$ cat config.mk
export PLATFORM = sky130hd
export DESIGN_NAME = bswt_top
export DESIGN_NICKNAME = d
export VERILOG_FILES = /design/src/include/bswt_pkg.sv /design/src/design/bswt_top.sv
export SDC_FILE = /design/constraint.sdc
export NUM_CORES = 1
export LEC_CHECK = 0
export ABC_AREA = 0
export BUFFER_PORTS_ARGS = -buffer_cell sky130_fd_sc_hd__buf_2
export CAP_MARGIN = 10
export CELL_PAD_IN_SITES_DETAIL_PLACEMENT = 1
export CELL_PAD_IN_SITES_GLOBAL_PLACEMENT = 1
export CORE_MARGIN = 8
export CORE_UTILIZATION = 40
export CTS_BUF_LIST = sky130_fd_sc_hd__clkbuf_8 sky130_fd_sc_hd__clkbuf_16
export DETAILED_ROUTE_END_ITERATION = 10
export PLACE_DENSITY = 0.78
export SLEW_MARGIN = 20
export SYNTH_ARGS = -nofsm -noshare
export SYNTH_HDL_FRONTEND = slang
export SYNTH_SLANG_ARGS = --single-unit
$ cat constraint.sdc
create_clock -name CLK_I -period 2.5 [get_ports CLK_I]
set_input_delay 0.125 -clock CLK_I [delete_from_list [all_inputs] [get_ports CLK_I]]
set_output_delay 0.125 -clock CLK_I [all_outputs]
set_load 0.03 [all_outputs]
$ cat src/include/bswt_pkg.sv
// Package with register map, field layout, reset values and timing for the stopwatch timer.
package bswt_pkg;
  // ==========================================================================
  // Register indices (byte address = 4 * index) and bus widths.
  localparam int unsigned APB_ADDR_W  = 18;
  localparam logic [15:0] IDX_CTRL    = 16'hff7c;
  localparam logic [15:0] IDX_HUND    = 16'hff7d;
  localparam logic [15:0] IDX_TENTH   = 16'hff7e;
  localparam logic [15:0] IDX_IRQ_EN  = 16'hffe7;
  localparam logic [15:0] IDX_FLAGS   = 16'hfff7;
  // ==========================================================================
  // Field positions.
  localparam int unsigned CTRL_RUN_BIT   = 0;
  localparam int unsigned CTRL_CLEAR_BIT = 1;
  localparam int unsigned SRC_TEN_HZ     = 0;
  localparam int unsigned SRC_ONE_HZ     = 1;
  // ==========================================================================
  // Reset values.
  localparam logic       RUN_RST    = 1'h0;
  localparam logic [3:0] IRQ_EN_RST = 4'h0;
  localparam logic [1:0] FLAGS_RST  = 2'h0;
  localparam logic [3:0] DIGIT_RST  = 4'h0;
  // ==========================================================================
  // Timing: the divider tap runs at 256 Hz from a 20 MHz clock.
  localparam int unsigned CLK_HZ      = 20000000;
  localparam int unsigned TAP_HZ      = 256;
  localparam int unsigned TAP_CYC     = CLK_HZ / TAP_HZ;
  // Fractional stepper: 100 steps spread over 256 taps gives 2 or 3 taps per step.
  localparam logic [8:0]  STEP_ADD    = 9'h064;
  localparam logic [8:0]  STEP_MOD    = 9'h100;
  localparam logic [3:0]  DIGIT_MAX   = 4'h9;
  // ==========================================================================
  // The two BCD digits travel together.
  typedef struct packed {
    logic [3:0] tenths;
    logic [3:0] hundredths;
  } bswt_digits_t;
endpackage

$ cat src/design/bswt_top.sv
// Two-digit BCD stopwatch timer with APB register access and interrupt flags.
`timescale 1ns/1ns
module bswt_top #(
  parameter int unsigned TAP_DIV = bswt_pkg::TAP_CYC
) (
  input  wire logic                            CLK_I,
  input  wire logic                            RST_N_I,
  input  wire logic                            PSEL_I,
  input  wire logic                            PENABLE_I,
  input  wire logic                            PWRITE_I,
  input  wire logic [bswt_pkg::APB_ADDR_W-1:0] PADDR_I,
  input  wire logic [31:0]                     PWDATA_I,
  input  wire logic [3:0]                      PSTRB_I,
  output logic      [31:0]                     PRDATA_O,
  output logic                                 PREADY_O,
  output logic                                 PSLVERR_O,
  output logic                                 IRQ_O,
  output logic                                 IRQ_TEN_HZ_O,
  output logic                                 IRQ_ONE_HZ_O
);

  // ==========================================================================
  // State.
  logic [31:0]                 tap_cnt_ff;
  logic                        tap_ff;
  logic [8:0]                  acc_ff;
  bswt_pkg::bswt_digits_t      digits_ff;
  logic                        run_ff;
  logic [3:0]                  irq_en_ff;
  logic [1:0]                  flags_ff;
  logic [31:0]                 prdata_ff;
  logic                        pready_ff;
  logic                        pslverr_ff;
  logic                        irq_ff;
  logic [1:0]                  irq_src_ff;

  // ==========================================================================
  // Address decode. The printed offsets are indices, so the word index sits above bit 1.
  function automatic logic hit(input logic [bswt_pkg::APB_ADDR_W-1:0] addr, input logic [15:0] idx);
    hit = (addr[bswt_pkg::APB_ADDR_W-1:2] == idx) && (addr[1:0] == 2'h0);
  endfunction

  wire        sel_ctrl  = hit(PADDR_I, bswt_pkg::IDX_CTRL);
  wire        sel_hund  = hit(PADDR_I, bswt_pkg::IDX_HUND);
  wire        sel_tenth = hit(PADDR_I, bswt_pkg::IDX_TENTH);
  wire        sel_en    = hit(PADDR_I, bswt_pkg::IDX_IRQ_EN);
  wire        sel_flags = hit(PADDR_I, bswt_pkg::IDX_FLAGS);
  wire        mapped    = sel_ctrl | sel_hund | sel_tenth | sel_en | sel_flags;
  wire        setup     = PSEL_I & ~PENABLE_I;
  // The slave always answers in the first access cycle, so a write lands there.
  wire        wr_acc    = PSEL_I & PENABLE_I & pready_ff & PWRITE_I & PSTRB_I[0] & mapped;
  wire        wr_ctrl   = wr_acc & sel_ctrl;
  wire        wr_en     = wr_acc & sel_en;
  wire        wr_flags  = wr_acc & sel_flags;

  // ==========================================================================
  // Read data selection. The clear strobe and unused flag bits read as zero.
  wire [3:0]  rd_ctrl   = {3'h0, run_ff};
  wire [3:0]  rd_flags  = {2'h0, flags_ff};
  wire [3:0]  rd_nib    = sel_ctrl  ? rd_ctrl :
                          sel_hund  ? digits_ff.hundredths :
                          sel_tenth ? digits_ff.tenths :
                          sel_en    ? irq_en_ff :
                          sel_flags ? rd_flags : 4'h0;
  wire [31:0] nxt_prdata = (setup & ~PWRITE_I) ? {28'h0, rd_nib} : 32'h0;

  // ==========================================================================
  // APB answer: ready, and error for an unmapped address, are raised for exactly the first access cycle.
  always_ff @(posedge CLK_I or negedge RST_N_I) begin
    if (!RST_N_I) begin
      prdata_ff  <= 32'h0;
      pready_ff  <= 1'h0;
      pslverr_ff <= 1'h0;
    end else begin
      prdata_ff  <= nxt_prdata;
      pready_ff  <= setup;
      pslverr_ff <= setup & ~mapped;
    end
  end

  // ==========================================================================
  // Free-running 256 Hz tap. It keeps running while stopped so the phase is kept,
  // which is why a stop of any length only drops the taps that fall while stopped.
  wire        tap_wrap  = (tap_cnt_ff == TAP_DIV - 1);
  wire [31:0] nxt_tap_cnt = tap_wrap ? 32'h0 : tap_cnt_ff + 32'h1;

  always_ff @(posedge CLK_I or negedge RST_N_I) begin
    if (!RST_N_I) begin
      tap_cnt_ff <= 32'h0;
      tap_ff     <= 1'h0;
    end else begin
      tap_cnt_ff <= nxt_tap_cnt;
      tap_ff     <= tap_wrap;
    end
  end

  // ==========================================================================
  // Fractional stepper: adding 100 per tap and wrapping at 256 steps the
  // hundredths every 2 or 3 taps, giving decades of 25 or 26 taps in 4 : 6.
  wire        clear_req = wr_ctrl & PWDATA_I[bswt_pkg::CTRL_CLEAR_BIT];
  wire        run_now   = run_ff;
  wire        tap_run   = tap_ff & run_now;
  wire [8:0]  acc_sum   = acc_ff + bswt_pkg::STEP_ADD;
  wire        step      = tap_run & (acc_sum >= bswt_pkg::STEP_MOD);
  wire [8:0]  acc_adv   = step ? acc_sum - bswt_pkg::STEP_MOD : acc_sum;
  wire [8:0]  nxt_acc   = clear_req ? 9'h0 : (tap_run ? acc_adv : acc_ff);

  // Digit chain: the hundredths carry clocks the tenths.
  wire        hund_wrap  = step & (digits_ff.hundredths == bswt_pkg::DIGIT_MAX);
  wire        tenth_wrap = hund_wrap & (digits_ff.tenths == bswt_pkg::DIGIT_MAX);
  bswt_pkg::bswt_digits_t nxt_digits;
  assign nxt_digits.hundredths = clear_req ? bswt_pkg::DIGIT_RST :
                                 hund_wrap ? bswt_pkg::DIGIT_RST :
                                 step      ? digits_ff.hundredths + 4'h1 : digits_ff.hundredths;
  assign nxt_digits.tenths     = clear_req  ? bswt_pkg::DIGIT_RST :
                                 tenth_wrap ? bswt_pkg::DIGIT_RST :
                                 hund_wrap  ? digits_ff.tenths + 4'h1 : digits_ff.tenths;

  // Run control follows software writes only; a clear does not touch it.
  wire        nxt_run   = wr_ctrl ? PWDATA_I[bswt_pkg::CTRL_RUN_BIT] : run_ff;

  // ==========================================================================
  // Counter and stepper registers. A clear in the same cycle as a step wins.
  always_ff @(posedge CLK_I or negedge RST_N_I) begin
    if (!RST_N_I) begin
      acc_ff    <= 9'h0;
      digits_ff <= {bswt_pkg::DIGIT_RST, bswt_pkg::DIGIT_RST};
      run_ff    <= bswt_pkg::RUN_RST;
    end else begin
      acc_ff    <= nxt_acc;
      digits_ff <= nxt_digits;
      run_ff    <= nxt_run;
    end
  end

  // ==========================================================================
  // Interrupt flags: overflow sets, a write of one clears, and set beats clear
  // so an overflow landing on the clearing write is never lost.
  wire [1:0]  flag_set  = {tenth_wrap, hund_wrap};
  wire [1:0]  flag_clr  = wr_flags ? PWDATA_I[1:0] : 2'h0;
  wire [1:0]  nxt_flags = flag_set | (flags_ff & ~flag_clr);
  wire [3:0]  nxt_irq_en = wr_en ? PWDATA_I[3:0] : irq_en_ff;
  wire [1:0]  nxt_irq_src = nxt_flags & nxt_irq_en[1:0];

  always_ff @(posedge CLK_I or negedge RST_N_I) begin
    if (!RST_N_I) begin
      flags_ff   <= bswt_pkg::FLAGS_RST;
      irq_en_ff  <= bswt_pkg::IRQ_EN_RST;
      irq_src_ff <= 2'h0;
      irq_ff     <= 1'h0;
    end else begin
      flags_ff   <= nxt_flags;
      irq_en_ff  <= nxt_irq_en;
      irq_src_ff <= nxt_irq_src;
      irq_ff     <= |nxt_irq_src;
    end
  end

  // ==========================================================================
  // Outputs, each straight from a flip-flop.
  assign PRDATA_O     = prdata_ff;
  assign PREADY_O     = pready_ff;
  assign PSLVERR_O    = pslverr_ff;
  assign IRQ_O        = irq_ff;
  assign IRQ_TEN_HZ_O = irq_src_ff[bswt_pkg::SRC_TEN_HZ];
  assign IRQ_ONE_HZ_O = irq_src_ff[bswt_pkg::SRC_ONE_HZ];

  // ==========================================================================
  // Checker helpers: taps counted since the last hundredths step, since the
  // last hundredths wrap and since the last tenths wrap. They only feed the
  // assertions below. A clear restarts all three together with the stepper,
  // so the gaps checked below are exact rather than approximate.
  logic [2:0] gap_step_ff;
  logic [4:0] gap_dec_ff;
  logic [8:0] gap_sec_ff;

  // Each counter saturates, so a stuck stepper shows up as a wrong gap
  // instead of silently wrapping back into the legal range.
  wire [2:0]  nxt_gap_step = clear_req ? 3'h0 :
                             step      ? 3'h0 :
                             (tap_run && gap_step_ff != 3'h7) ? gap_step_ff + 3'h1 : gap_step_ff;
  wire [4:0]  nxt_gap_dec  = clear_req ? 5'h00 :
                             hund_wrap ? 5'h00 :
                             (tap_run && gap_dec_ff != 5'h1f) ? gap_dec_ff + 5'h01 : gap_dec_ff;
  wire [8:0]  nxt_gap_sec  = clear_req  ? 9'h000 :
                             tenth_wrap ? 9'h000 :
                             (tap_run && gap_sec_ff != 9'h1ff) ? gap_sec_ff + 9'h001 : gap_sec_ff;

  // Helper registers restart on reset like the stepper they shadow.
  always_ff @(posedge CLK_I or negedge RST_N_I) begin
    if (!RST_N_I) begin
      gap_step_ff <= 3'h0;
      gap_dec_ff  <= 5'h00;
      gap_sec_ff  <= 9'h000;
    end else begin
      gap_step_ff <= nxt_gap_step;
      gap_dec_ff  <= nxt_gap_dec;
      gap_sec_ff  <= nxt_gap_sec;
    end
  end
endmodule // bswt_top

* Word-level counts from Yosys, hierarchy flattened
Cells that the tools add are included.
** Storage, ports and cells
- Input bits :: 59
- Word-level logic and storage cells :: 83
- Output and inout port bits :: 37
- Flip-flop bits (word level) :: 66
** Cells by class
- Equality and inequality tests :: 8
- Mux-type cells :: 18
- Magnitude comparators :: 1
- Reduce and logical (&&, ||, !) cells :: 10
- Add/sub/neg operators :: 5
- Bitwise gates (word level) :: 27
** Operators with widths (count)
- 16-bit == test, second input constant :: 5
- 4-bit two-way mux :: 11
- 32-bit by 1-bit adder with 32-bit output, second input constant :: 1
- 32-bit by 17-bit == test with 1-bit output, second input constant :: 1
- 32-bit two-way mux :: 1
- 9-bit two-way mux :: 3
- 1-bit bitwise AND :: 16
- 9-bit by 7-bit adder with 9-bit output, second input constant :: 1
- 9-bit >= comparator, second input constant :: 1
- 9-bit subtractor, second input constant :: 1
- 4-bit by 1-bit adder with 4-bit output, second input constant :: 2
- 4-bit == test, second input constant :: 2
- 2-bit two-way mux :: 3
- 3-bit nonzero test :: 2
- 1-bit logical AND :: 5
- 2-bit bitwise AND :: 2
- 1-bit bitwise OR :: 4
- 1-bit inverter :: 3
- 2-bit logical NOT :: 1
- 2-bit inverter :: 1
- 2-bit bitwise OR :: 1
- 2-bit nonzero test :: 1
- 2-bit OR reduction :: 1

* Depth between registers and ports, before layout
Gate-level depths: netlist of run 1.
- Depth in word-level cells :: 14
- Gate-level depth with buffers :: 7

* Least setup slack after synthesis of run 1
OpenSTA, ideal clock, no wires.
- Path kind :: register to register
- From :: register tap_cnt_ff[7]
- To :: register tap_cnt_ff[31]
- Setup time :: 79 ps
- Clock period less this slack :: 1910 ps
- Path buffers :: 1
- Arrival :: 1831 ps
- Slack :: 590 ps
- Stages on the path, launching flop included :: 7
- Cells stage by stage :: dfrtp_1 > nand3_2 > or3_4 > or4_1 > buf_2 > nor3_2 > xor2_1
** On the way
- Longest elaborated chain between the ends :: 2
- Elaborated cells between the ends (all ways) :: 3
- Classes of those cells :: 1 x add/sub; 1 x eq/ne; 1 x mux
** Ends and longest elaborated chain
- start: declaration :: RTL line bswt_top.sv:24 : logic [31:0] tap_cnt_ff;
- start signal: assignment :: RTL line bswt_top.sv:92 : tap_cnt_ff <= nxt_tap_cnt;
- 32-bit by 1-bit adder with 32-bit output / 32-bit by 17-bit == test with 1-bit output (equally long branches) :: RTL line bswt_top.sv:85, bswt_top.sv:84
- 32-bit two-way mux (*) :: RTL line bswt_top.sv:85 : wire [31:0] nxt_tap_cnt = tap_wrap ? 32'h0 : tap_cnt_ff + 32'h1;
- named net nxt_tap_cnt[31] :: RTL line bswt_top.sv:85
The timed path passes the listed nets; every way through them passes the cells marked *.
A chain may end at the register's enable or synchronous reset.

* Worst setup path in the final report of run 1
Same ends and word-level chain as after synthesis.

==> out/summary.txt, run 1 <==
top cells by area, synth -> dfrtp_1 (46%), buf_4 (6.2%), xnor2_1 (4.8%)
Netlist cell types -> 58
crit path time final -> 2.19 ns
clock buffer depth -> 2
worst path required time -> 2.76 ns
dominant synthesized flop cell -> dfrtp_1
Starting DRT DRC Count -> 90
unrepaired setup endpoints after global routing -> false
setup TNS -> 0 ns
Flop pwr share -> 48.0%
worst hold path type -> in -> reg
Buf/Inv on CP -> 0
max-cap violations -> 0
DP Cell Count -> 498
area delta synth->final -> 13.1%
cell depth of the worst min-delay path -> 2
YS warnings -> 0
clock network fraction of total power -> 45.8%
crit start category -> flop
CP max stage cell -> or4_1
largest net degree at the start of global routing -> 34
worst skew pair latency -> 0.34 ns
DIE WIDTH -> 109 um
asr flop ratio synth -> 100%
Fin. Hold Viols -> 0
mux contribution to synthesized area -> 2.40%
die area -> 0.0120 sq mm
sequential area share after synthesis -> 45.9%
total CTS buffers -> 9
Synth Area in Compound Gates -> 6.60%
dpl cell area -> 0.00370 sq mm
Synth Area in XOR/XNOR -> 8.79%
crit path max fanout -> 6
area leader, netlist -> dfrtp_1
GR Overflow Total -> 0
Crit. End Element -> flop
mapped cell area -> 0.00349 sq mm
Sw Ratio -> 23.8%
most frequent cells in the layout -> dfrtp_1 (64), nor2_1 (36), buf_2 (36)
core area -> 0.00859 sq mm
Antenna Nets Post-Route -> 0
drt total wl -> 7900 um
Remaining DRCs -> 0
Post-Synthesis Cells -> 356
leak pwr -> 1.89 nW
CTS sink cnt -> 64
WS Path Type -> reg -> reg
worst slew pin tran -> 0.770 ns
# nets final -> 469
Post-Synth Simple-Gate Area -> 24.8%
most common cell after layout, fill and taps aside -> dfrtp_1
EDFF count, synth -> 0
CP arrival -> 2.45 ns
Synth Area in Adders -> 2.51%
Design Area, Final -> 0.00394 sq mm
Internal Pwr Total -> 0.00165 W
first-pass GRT wire length -> 13400 um
routed length per instance -> 15.3 um
GR Util All Layers -> 13.8%
status -> finished, final reports clean
Die Ht -> 109 um
slowest stage delay, CP -> 0.68 ns
Slew HR -> 48.7%
DR vias -> 2649
Comb pwr share -> 6.2%
Worst R2R Path Depth -> 5
I/O Pins -> 96
Hold WS -> 0.0186 ns
switching pwr -> 0.000514 W
average size of a mapped cell -> 9.79 sq um
FILL cells -> 1009
fmax -> 457 MHz
RD Place Congestion -> 0.770
CTS H-tree lvls -> 3
maximum vdd ir drop -> 222 uV
power per cell area -> 548 mW/mm^2
instance count on the critical path -> 5
Worst-path clk slew -> 0.07 ns
I/O Buffers -> 36
Initial Util -> 40.6%
Final Cycle Share -> 87.6%
DRT Pass-1 Iters -> 4
critical path cell sequence -> nand3_2, or3_4, or4_1, nor3_2, xor2_1
endpoints failing setup -> 0
Non-Filler Instances -> 516
HPWL Detailed -> 5940 um
largest family of logic cells by synthesized area -> simple AND/OR/NAND/NOR gates
root buffer cell -> clkbuf_8
antenna violations before repair -> 0
TritonCTS clock tree -> built
count of final max-slew check failures -> 0
drt via density -> 5.13
flops & latches, synth -> 64
row count -> 34
layout cells sized above 1 -> 17.6%
Top delay family on crit path -> simple AND/OR/NAND/NOR gates
clock skew -> 0.00894 ns
Yosys top cell area share -> 45.9%
vias in the first global route -> 2798
diode count -> 0
-- final timing paths --
check                               start             end  slack (ns)
max                         tap_cnt_ff[7]  tap_cnt_ff[31]        0.31
min                           PWDATA_I[3]    irq_en_ff[3]        0.02
max reg2reg                 tap_cnt_ff[7]  tap_cnt_ff[31]        0.31
min reg2reg                tap_cnt_ff[31]  tap_cnt_ff[31]        0.49
max in group asynchronous         RST_N_I       acc_ff[5]        1.46
min in group asynchronous         RST_N_I  tap_cnt_ff[21]        0.39
-- state kept, by name, summed over array words and instances, names as in the netlist --
signal,cells
PREADY_O,1
tap_cnt_ff,32
PSLVERR_O,1
PRDATA_O,4
flags_ff,2
irq_src_ff,2
acc_ff,7
run_ff,1
IRQ_O,1
digits_ff,8
tap_ff,1
irq_en_ff,4
-- metal layers --
layer / up-vias / wire length (um) / global-route usage [%]
li1: 1281 / - / -
met2: 41 / 3820 / 22.4
met5: - / 0 / 0
met3: 8 / 327 / 2.58
met4: 0 / 90 / 5.59
met1: 1319 / 3660 / 17.8
-- through the flow --
stage          util, %  total power [W]  setup slack, ns
6_report          45.9          0.00216            0.311
4_1_cts           45.9          0.00219            0.291
3_3_place_gp      43.1          0.00119            0.377
3_5_place_dp      43.1          0.00119            0.341
2_1_floorplan        -          0.00117            0.590
5_1_grt           45.9          0.00224            0.188
-- power groups by stage --
stage | Combinational [W] | Sequential (W) | Clock, W
2_1_floorplan | 0.000105 | 0.00106 | 0
3_3_place_gp | 0.000129 | 0.00106 | 0
3_5_place_dp | 0.000132 | 0.00106 | 0
4_1_cts | 0.000134 | 0.00104 | 0.00102
5_1_grt | 0.000148 | 0.00104 | 0.00106
6_report | 0.000134 | 0.00104 | 0.000991
-- worst reg2reg max path: cells and delay by family (launching register included) --
family        cells  cell delay [ns]
simple gates      4             1.47
xor+xnor          1             0.19
flops             1             0.44
-- synth_stat cells, types with 4 or more instances --
cell type and number:
a211oi_1 5, a21oi_1 9, a31oi_1 4, and3_1 4, buf_4 29, dfrtp_1 64, ha_1 7, inv_1 16
mux2i_1 5, nand2_1 34, nand3_1 15, nand4_1 12, nor2_1 36, nor3_1 9, nor4_1 9, o21ai_0 4
or3_1 7, xnor2_1 19, xor2_1 16
-- logic make-up (layout without fill, tap and decap cells) --
group / after synthesis / in the layout
flip-flops: 64 / 64
AND/OR/NAND/NOR: 157 / 157
adder cells (fa/ha/maj): 7 / 7
multiplexers: 8 / 8
AO/OA/AOI/OAI: 34 / 34
XOR/XNOR: 35 / 35
other: 1 / 28
buffers and inverters: 50 / 75
-- cell type report --
| class | instances | area, sq um | share of cell area [%] |
|---|---|---|---|
| multi-input combinational | 269 | 1680 | 42.5 |
| sequential | 64 | 1600 | 40.6 |
| timing repair buffer | 43 | 250 | 6.35 |
| clock buffer | 10 | 138 | 3.49 |
| tap | 108 | 135 | 3.43 |
| clock inverter | 6 | 82.6 | 2.09 |
| inverter | 16 | 60.1 | 1.52 |
-- timing repair --
item                                   4_1_cts  5_1_grt
gates resized for setup                      0        0
endpoints found under the hold margin       32        0
buffers inserted                             0        0
hold buffers                                 2        0
Note: power is estimated with default switching activity, not from simulation.
==> run 2, diff against run 1 <==
--- a/config.mk
+++ b/config.mk
@@ -10,7 +10,6 @@
 export CAP_MARGIN = 10
 export CELL_PAD_IN_SITES_DETAIL_PLACEMENT = 1
 export CELL_PAD_IN_SITES_GLOBAL_PLACEMENT = 1
-export CORE_MARGIN = 8
 export CORE_UTILIZATION = 40
 export CTS_BUF_LIST = sky130_fd_sc_hd__clkbuf_8 sky130_fd_sc_hd__clkbuf_16
 export DETAILED_ROUTE_END_ITERATION = 10
==> constraint.sdc (replaced) <==
create_clock -name CLK_I -period 2.4 [get_ports CLK_I]
set_input_delay 0.12 -clock CLK_I [delete_from_list [all_inputs] [get_ports CLK_I]]
set_output_delay 0.12 -clock CLK_I [all_outputs]
set_load 0.03 [all_outputs]
==> run 2 against run 1 <==
Total power increased by 4.6%. Clock-buffer cell count rose by 1. Register-to-register slack got worse by 0.06 ns. Sequential power up 4%. Wire length down 0.71%. Combinational power is 4% higher. Non-clock buffer count is 2 higher. First-iteration DRC count is 33% higher. Critical path depth did not move. Die area is 24% lower. Global-route usage up 5.7 points. Design area hardly changed. Critical path type unchanged.
==> out/summary.txt, run 2 (synthesis gave the netlist of run 1 again) <==
status -> finished, final reports clean
max FFs per register -> 32
Regs by FF count -> tap_cnt_ff: 32 flops, digits_ff: 8 flops, acc_ff: 7 flops
largest net degree at the start of global routing -> 31
area delta synth->final -> 13.2%
most frequent cells in the layout -> dfrtp_1 (64), nor2_1 (36), buf_2 (36)
Crit. End Element -> flop
Antenna Nets Post-Route -> 0
FILL cells -> 988
register name with the most flops -> tap_cnt_ff
leak pwr -> 1.90 nW
max-cap violations -> 0
crit path max fanout -> 6
fmax -> 465 MHz
drt total wl -> 7840 um
GR Overflow Total -> 0
I/O Buffers -> 36
Register Area -> 0.00160 sq mm
Worst-path clk slew -> 0.07 ns
Post-CTS Resized -> 0
die area -> 0.00909 sq mm
unrepaired setup endpoints after global routing -> false
HPWL Detailed -> 5720 um
DIE WIDTH -> 95.4 um
dpl cell area -> 0.00369 sq mm
CTS H-tree lvls -> 3
crit path time final -> 2.15 ns
worst skew pair latency -> 0.35 ns
GR Util All Layers -> 19.5%
worst hold path type -> in -> reg
RD Place Congestion -> 0.763
row count -> 33
Fin. Hold Viols -> 0
root buffer cell -> clkbuf_8
layout cells sized above 1 -> 17.4%
endpoints failing setup -> 0
vias in the first global route -> 2767
drt via density -> 5.16
antenna violations before repair -> 0
clock buffer depth -> 2
Initial Util -> 41.8%
power per cell area -> 573 mW/mm^2
count of final max-slew check failures -> 0
first-pass GRT wire length -> 13200 um
Slew HR -> 54.0%
clock skew -> 0.00768 ns
DRT Pass-1 Iters -> 4
Final Cycle Share -> 89.5%
setup TNS -> 0 ns
TritonCTS clock tree -> built
Starting DRT DRC Count -> 120
WS Path Type -> reg -> reg
total CTS buffers -> 9
worst path required time -> 2.67 ns
DR vias -> 2651
Post-CTS Setup Bufs -> 0
routed length per instance -> 15.3 um
worst slew pin tran -> 0.690 ns
maximum vdd ir drop -> 314 uV
Design Area, Final -> 0.00395 sq mm
Non-Filler Instances -> 514
Die Ht -> 95.4 um
most common cell after layout, fill and taps aside -> dfrtp_1
Remaining DRCs -> 0
diode count -> 0
# nets final -> 471
core area -> 0.00834 sq mm
multi-input logic area -> 0.00168 sq mm
CP arrival -> 2.42 ns
crit start category -> flop
CTS sink cnt -> 64
I/O Pins -> 96
DP Cell Count -> 496
run 2: cell count changes in the layout (fill, tap and decap cells not counted), sizes merged:
cell	delta
buf	+1
clkbuf	+1
clkinv	-2
clkinvlp	-1
dlygate4sd3	+1
inv	+1
run 2: worst max-delay path: stages (launching register included):
cell,delay [ns]
dfrtp_1,0.44
nand3_2,0.13
or3_4,0.41
or4_1,0.67
nor3_2,0.26
xor2_1,0.17
run 2: repair_timing:
action | 4_1_cts | 5_1_grt
hold buffers | 3 | 0
endpoints found under the setup margin | 0 | 0
hold endpoints to repair | 30 | 0
run 2: layout make-up:
class	count	share of cell area, %
clock inverters	4	1.74
well taps	105	3.33
inverters	16	1.52
multi-input cells	269	42.5
repair buffers	45	6.47
clock buffers	11	3.84
flip-flops and latches	64	40.6
run 2: power breakdown:
group | switching, W | total (W) | internal, W
clock network | 0.000411 | 0.00104 | 0.000630
logic | 0.000110 | 0.000140 | 0.0000294
registers | 0.000000603 | 0.00108 | 0.00108
total | 0.000522 | 0.00226 | 0.00174
run 2: stage by stage:
stage	hold WS (ns)	setup slack, ns	total power (W)	utilization (%)
floorplan	-0.176	0.490	0.00121	-
global placement	0.200	0.309	0.00123	44.3
detailed placement	0.213	0.277	0.00124	44.3
CTS	0.00192	0.231	0.00229	47.3
global route	0.0105	0.0987	0.00236	47.3
finish	0.0151	0.251	0.00226	47.3
run 2: metal layers:
layer  global-route usage, %  vias up  part of all wire (%)
li1                        -     1282                     -
met1                    24.7     1320                    46
met2                    32.3       36                    50
met4                    7.95        0                   1.5
met5                       0        -                     0
met3                    4.07       13                   2.3
run 2: path summary, 6_finish.rpt:
check / from / endpoint / slack, ns / depth (start not counted)
min in group asynchronous: RST_N_I / tap_cnt_ff[23] / 0.35 / 2
max in group asynchronous: RST_N_I / tap_cnt_ff[1] / 1.32 / 3
hold / removal: PWDATA_I[2] / irq_en_ff[2] / 0.02 / 2
hold reg to reg: tap_cnt_ff[31] / tap_cnt_ff[31] / 0.48 / 1
setup reg to reg: tap_cnt_ff[7] / tap_cnt_ff[31] / 0.25 / 5
setup / recovery: tap_cnt_ff[7] / tap_cnt_ff[31] / 0.25 / 5
==> run 3, diff against run 2 <==
--- a/config.mk
+++ b/config.mk
@@ -10,10 +10,12 @@
 export CAP_MARGIN = 10
 export CELL_PAD_IN_SITES_DETAIL_PLACEMENT = 1
 export CELL_PAD_IN_SITES_GLOBAL_PLACEMENT = 1
-export CORE_UTILIZATION = 40
-export CTS_BUF_LIST = sky130_fd_sc_hd__clkbuf_8 sky130_fd_sc_hd__clkbuf_16
+export CORE_UTILIZATION = 41
+export CTS_BUF_LIST = sky130_fd_sc_hd__clkbuf_2 sky130_fd_sc_hd__clkbuf_4 sky130_fd_sc_hd__clkbuf_8
 export DETAILED_ROUTE_END_ITERATION = 10
-export PLACE_DENSITY = 0.78
+export MAX_ROUTING_LAYER = met4
+export PLACE_DENSITY = 0.79
+export SETUP_SLACK_MARGIN = 0.4
 export SLEW_MARGIN = 20
 export SYNTH_ARGS = -nofsm -noshare
 export SYNTH_HDL_FRONTEND = slang
==> run 3 against run 2 <==
Non-clock buffer count grew 6. Critical path type unchanged. Flip-flop and latch count is the same. Total power shrank 3.4%. Wire length grew 4.9%. First-iteration DRC count shrank 27%. Global-route usage grew 0.89 points. Critical endpoint is now digits_ff[7].
==> out/summary.txt, run 3 (synthesis gave the netlist of run 1 again) <==
total CTS buffers -> 9
max FFs per register -> 32
max-cap violations -> 0
fmax -> 499 MHz
Fin. Hold Viols -> 0
WS Path Type -> reg -> reg
cell depth of the worst min-delay path -> 2
worst skew pair latency -> 0.35 ns
# nets final -> 477
I/O Pins -> 96
GR peak layer -> met2
Remaining DRCs -> 0
RR Startpoint -> acc_ff[2]
Crit. End Element -> flop
DRT Pass-1 Iters -> 4
DIE WIDTH -> 94.2 um
layout cells sized above 1 -> 25.0%
root buffer cell -> clkbuf_8
GR Overflow Total -> 0
endpoints failing setup -> 0
crit path time final -> 2.00 ns
M1 GR Usage -> 23.9%
status -> finished, final reports clean
Design Area, Final -> 0.00413 sq mm
area delta synth->final -> 18.4%
Initial Util -> 42.4%
row count -> 33
drt total wl -> 8230 um
CP max stage cell -> dfrtp_1
setup TNS -> 0 ns
clock buffer depth -> 2
count of final max-slew check failures -> 0
most frequent cells in the layout -> dfrtp_1 (63), buf_2 (36), nor2_1 (35)
Die Ht -> 94.2 um
hold path startpoint -> PWDATA_I[3]
R2R Setup Slk -> 0.40 ns
Hold Path End -> irq_en_ff[3]
RD Place Congestion -> 0.815
vias in the first global route -> 2743
power per cell area -> 530 mW/mm^2
first-pass GRT wire length -> 13400 um
I/O Buffers -> 36
dpl cell area -> 0.00369 sq mm
antenna violations before repair -> 0
HPWL Detailed -> 5740 um
diode count -> 0
leak pwr -> 1.96 nW
TritonCTS clock tree -> built
crit path max fanout -> 5
crit start category -> flop
CP arrival -> 2.28 ns
core area -> 0.00822 sq mm
met3 Track Usage GR -> 4.13%
die area -> 0.00887 sq mm
most common cell after layout, fill and taps aside -> dfrtp_1
CTS H-tree lvls -> 3
Worst-path clk slew -> 0.07 ns
worst hold path type -> in -> reg
clock skew -> 0.00668 ns
critical path cell sequence -> ha_2, a211o_4, a211oi_4, nor2_4, or3_4, a21oi_2
FILL cells -> 957
routed length per instance -> 15.8 um
Worst R2R Path Depth -> 6
Slew HR -> 45.2%
worst slew pin tran -> 0.822 ns
unrepaired setup endpoints after global routing -> true
Regs by FF count -> tap_cnt_ff: 32 flops, digits_ff: 8 flops, acc_ff: 7 flops
Antenna Nets Post-Route -> 0
Final Cycle Share -> 83.5%
largest net degree at the start of global routing -> 65
CTS sink cnt -> 64
Starting DRT DRC Count -> 88
Worst R2R End -> digits_ff[7]
drt via density -> 5.25
maximum vdd ir drop -> 222 uV
register name with the most flops -> tap_cnt_ff
met2 usage -> 33.4%
DR vias -> 2733
slowest stage delay, CP -> 0.42 ns
total chip power -> 0.00219 W
GR Util All Layers -> 20.4%
worst path required time -> 2.68 ns
Util after Layout -> 50.2%
-- run 3: changes by cell type in the layout (fill, tap and decap cells not counted), moves of 3 or more --
cell / previous run / this run
buf_4: 6 / 12
a21oi_1: 9 / 5
or3_1: 7 / 4
or3_4: 2 / 5
a21oi_2: 0 / 3
-- run 3: power by group --
part	total [W]	switching (W)	internal [W]	leakage (nW)
Sequential	0.00108	0.000000557	0.00108	0.789
Combinational	0.000138	0.000110	0.0000285	1.07
Clock	0.000967	0.000435	0.000532	0.101
-- run 3: worst max path at each step --
| stage | start | to | depth (start not counted) |
|---|---|---|---|
| floorplan | tap_cnt_ff[7] | tap_cnt_ff[31] | 6 |
| global placement | PADDR_I[1] | run_ff | 6 |
| detailed placement | PADDR_I[1] | run_ff | 6 |
| CTS | tap_cnt_ff[7] | tap_cnt_ff[31] | 5 |
| global route | acc_ff[2] | digits_ff[5] | 6 |
| finish | acc_ff[2] | digits_ff[7] | 6 |
-- run 3: final cells by class --
class / count / area (sq um) / share of cell area (%)
clock buffers: 11 / 151 / 3.67
clock inverters: 5 / 55.1 / 1.33
inverters: 16 / 60.1 / 1.45
multi-input cells: 269 / 1830 / 44.3
flip-flops and latches: 64 / 1600 / 38.8
well taps: 105 / 131 / 3.18
repair buffers: 51 / 300 / 7.27
-- run 3: worst max-delay path: cells and delay by family (launching register included) --
family                   cells  cell delay, ns
flip-flops                   1            0.42
adder cells (fa/ha/maj)      1            0.23
AND/OR/NAND/NOR              2            0.45
AO/OA/AOI/OAI                3            0.85
-- run 3: metal layers --
| layer | share of wire (%) | routed length (um) |
|---|---|---|
| met1 | 43 | 3580 |
| met5 | 0 | 0 |
| met4 | 1.8 | 150 |
| met3 | 2.7 | 222 |
| met2 | 52 | 4280 |
-- run 3: repair_timing --
item	CTS	global route
gates resized for setup	9	24
pin swaps	3	14
hold buffers	3	0
hold endpoints to repair	66	0
setup endpoints to repair	23	26
buffers inserted	0	7
-- run 3: metrics by stage --
stage / hold WS (ns) / instances / worst slack (ns)
3_5_place_dp: 0.327 / 495 / 0.299
6_report: 0.0220 / 521 / 0.397
4_1_cts: 0.0201 / 514 / 0.379
3_3_place_gp: 0.316 / 495 / 0.315
5_1_grt: 0.0302 / 521 / 0.327
2_1_floorplan: -0.176 / 383 / 0.490
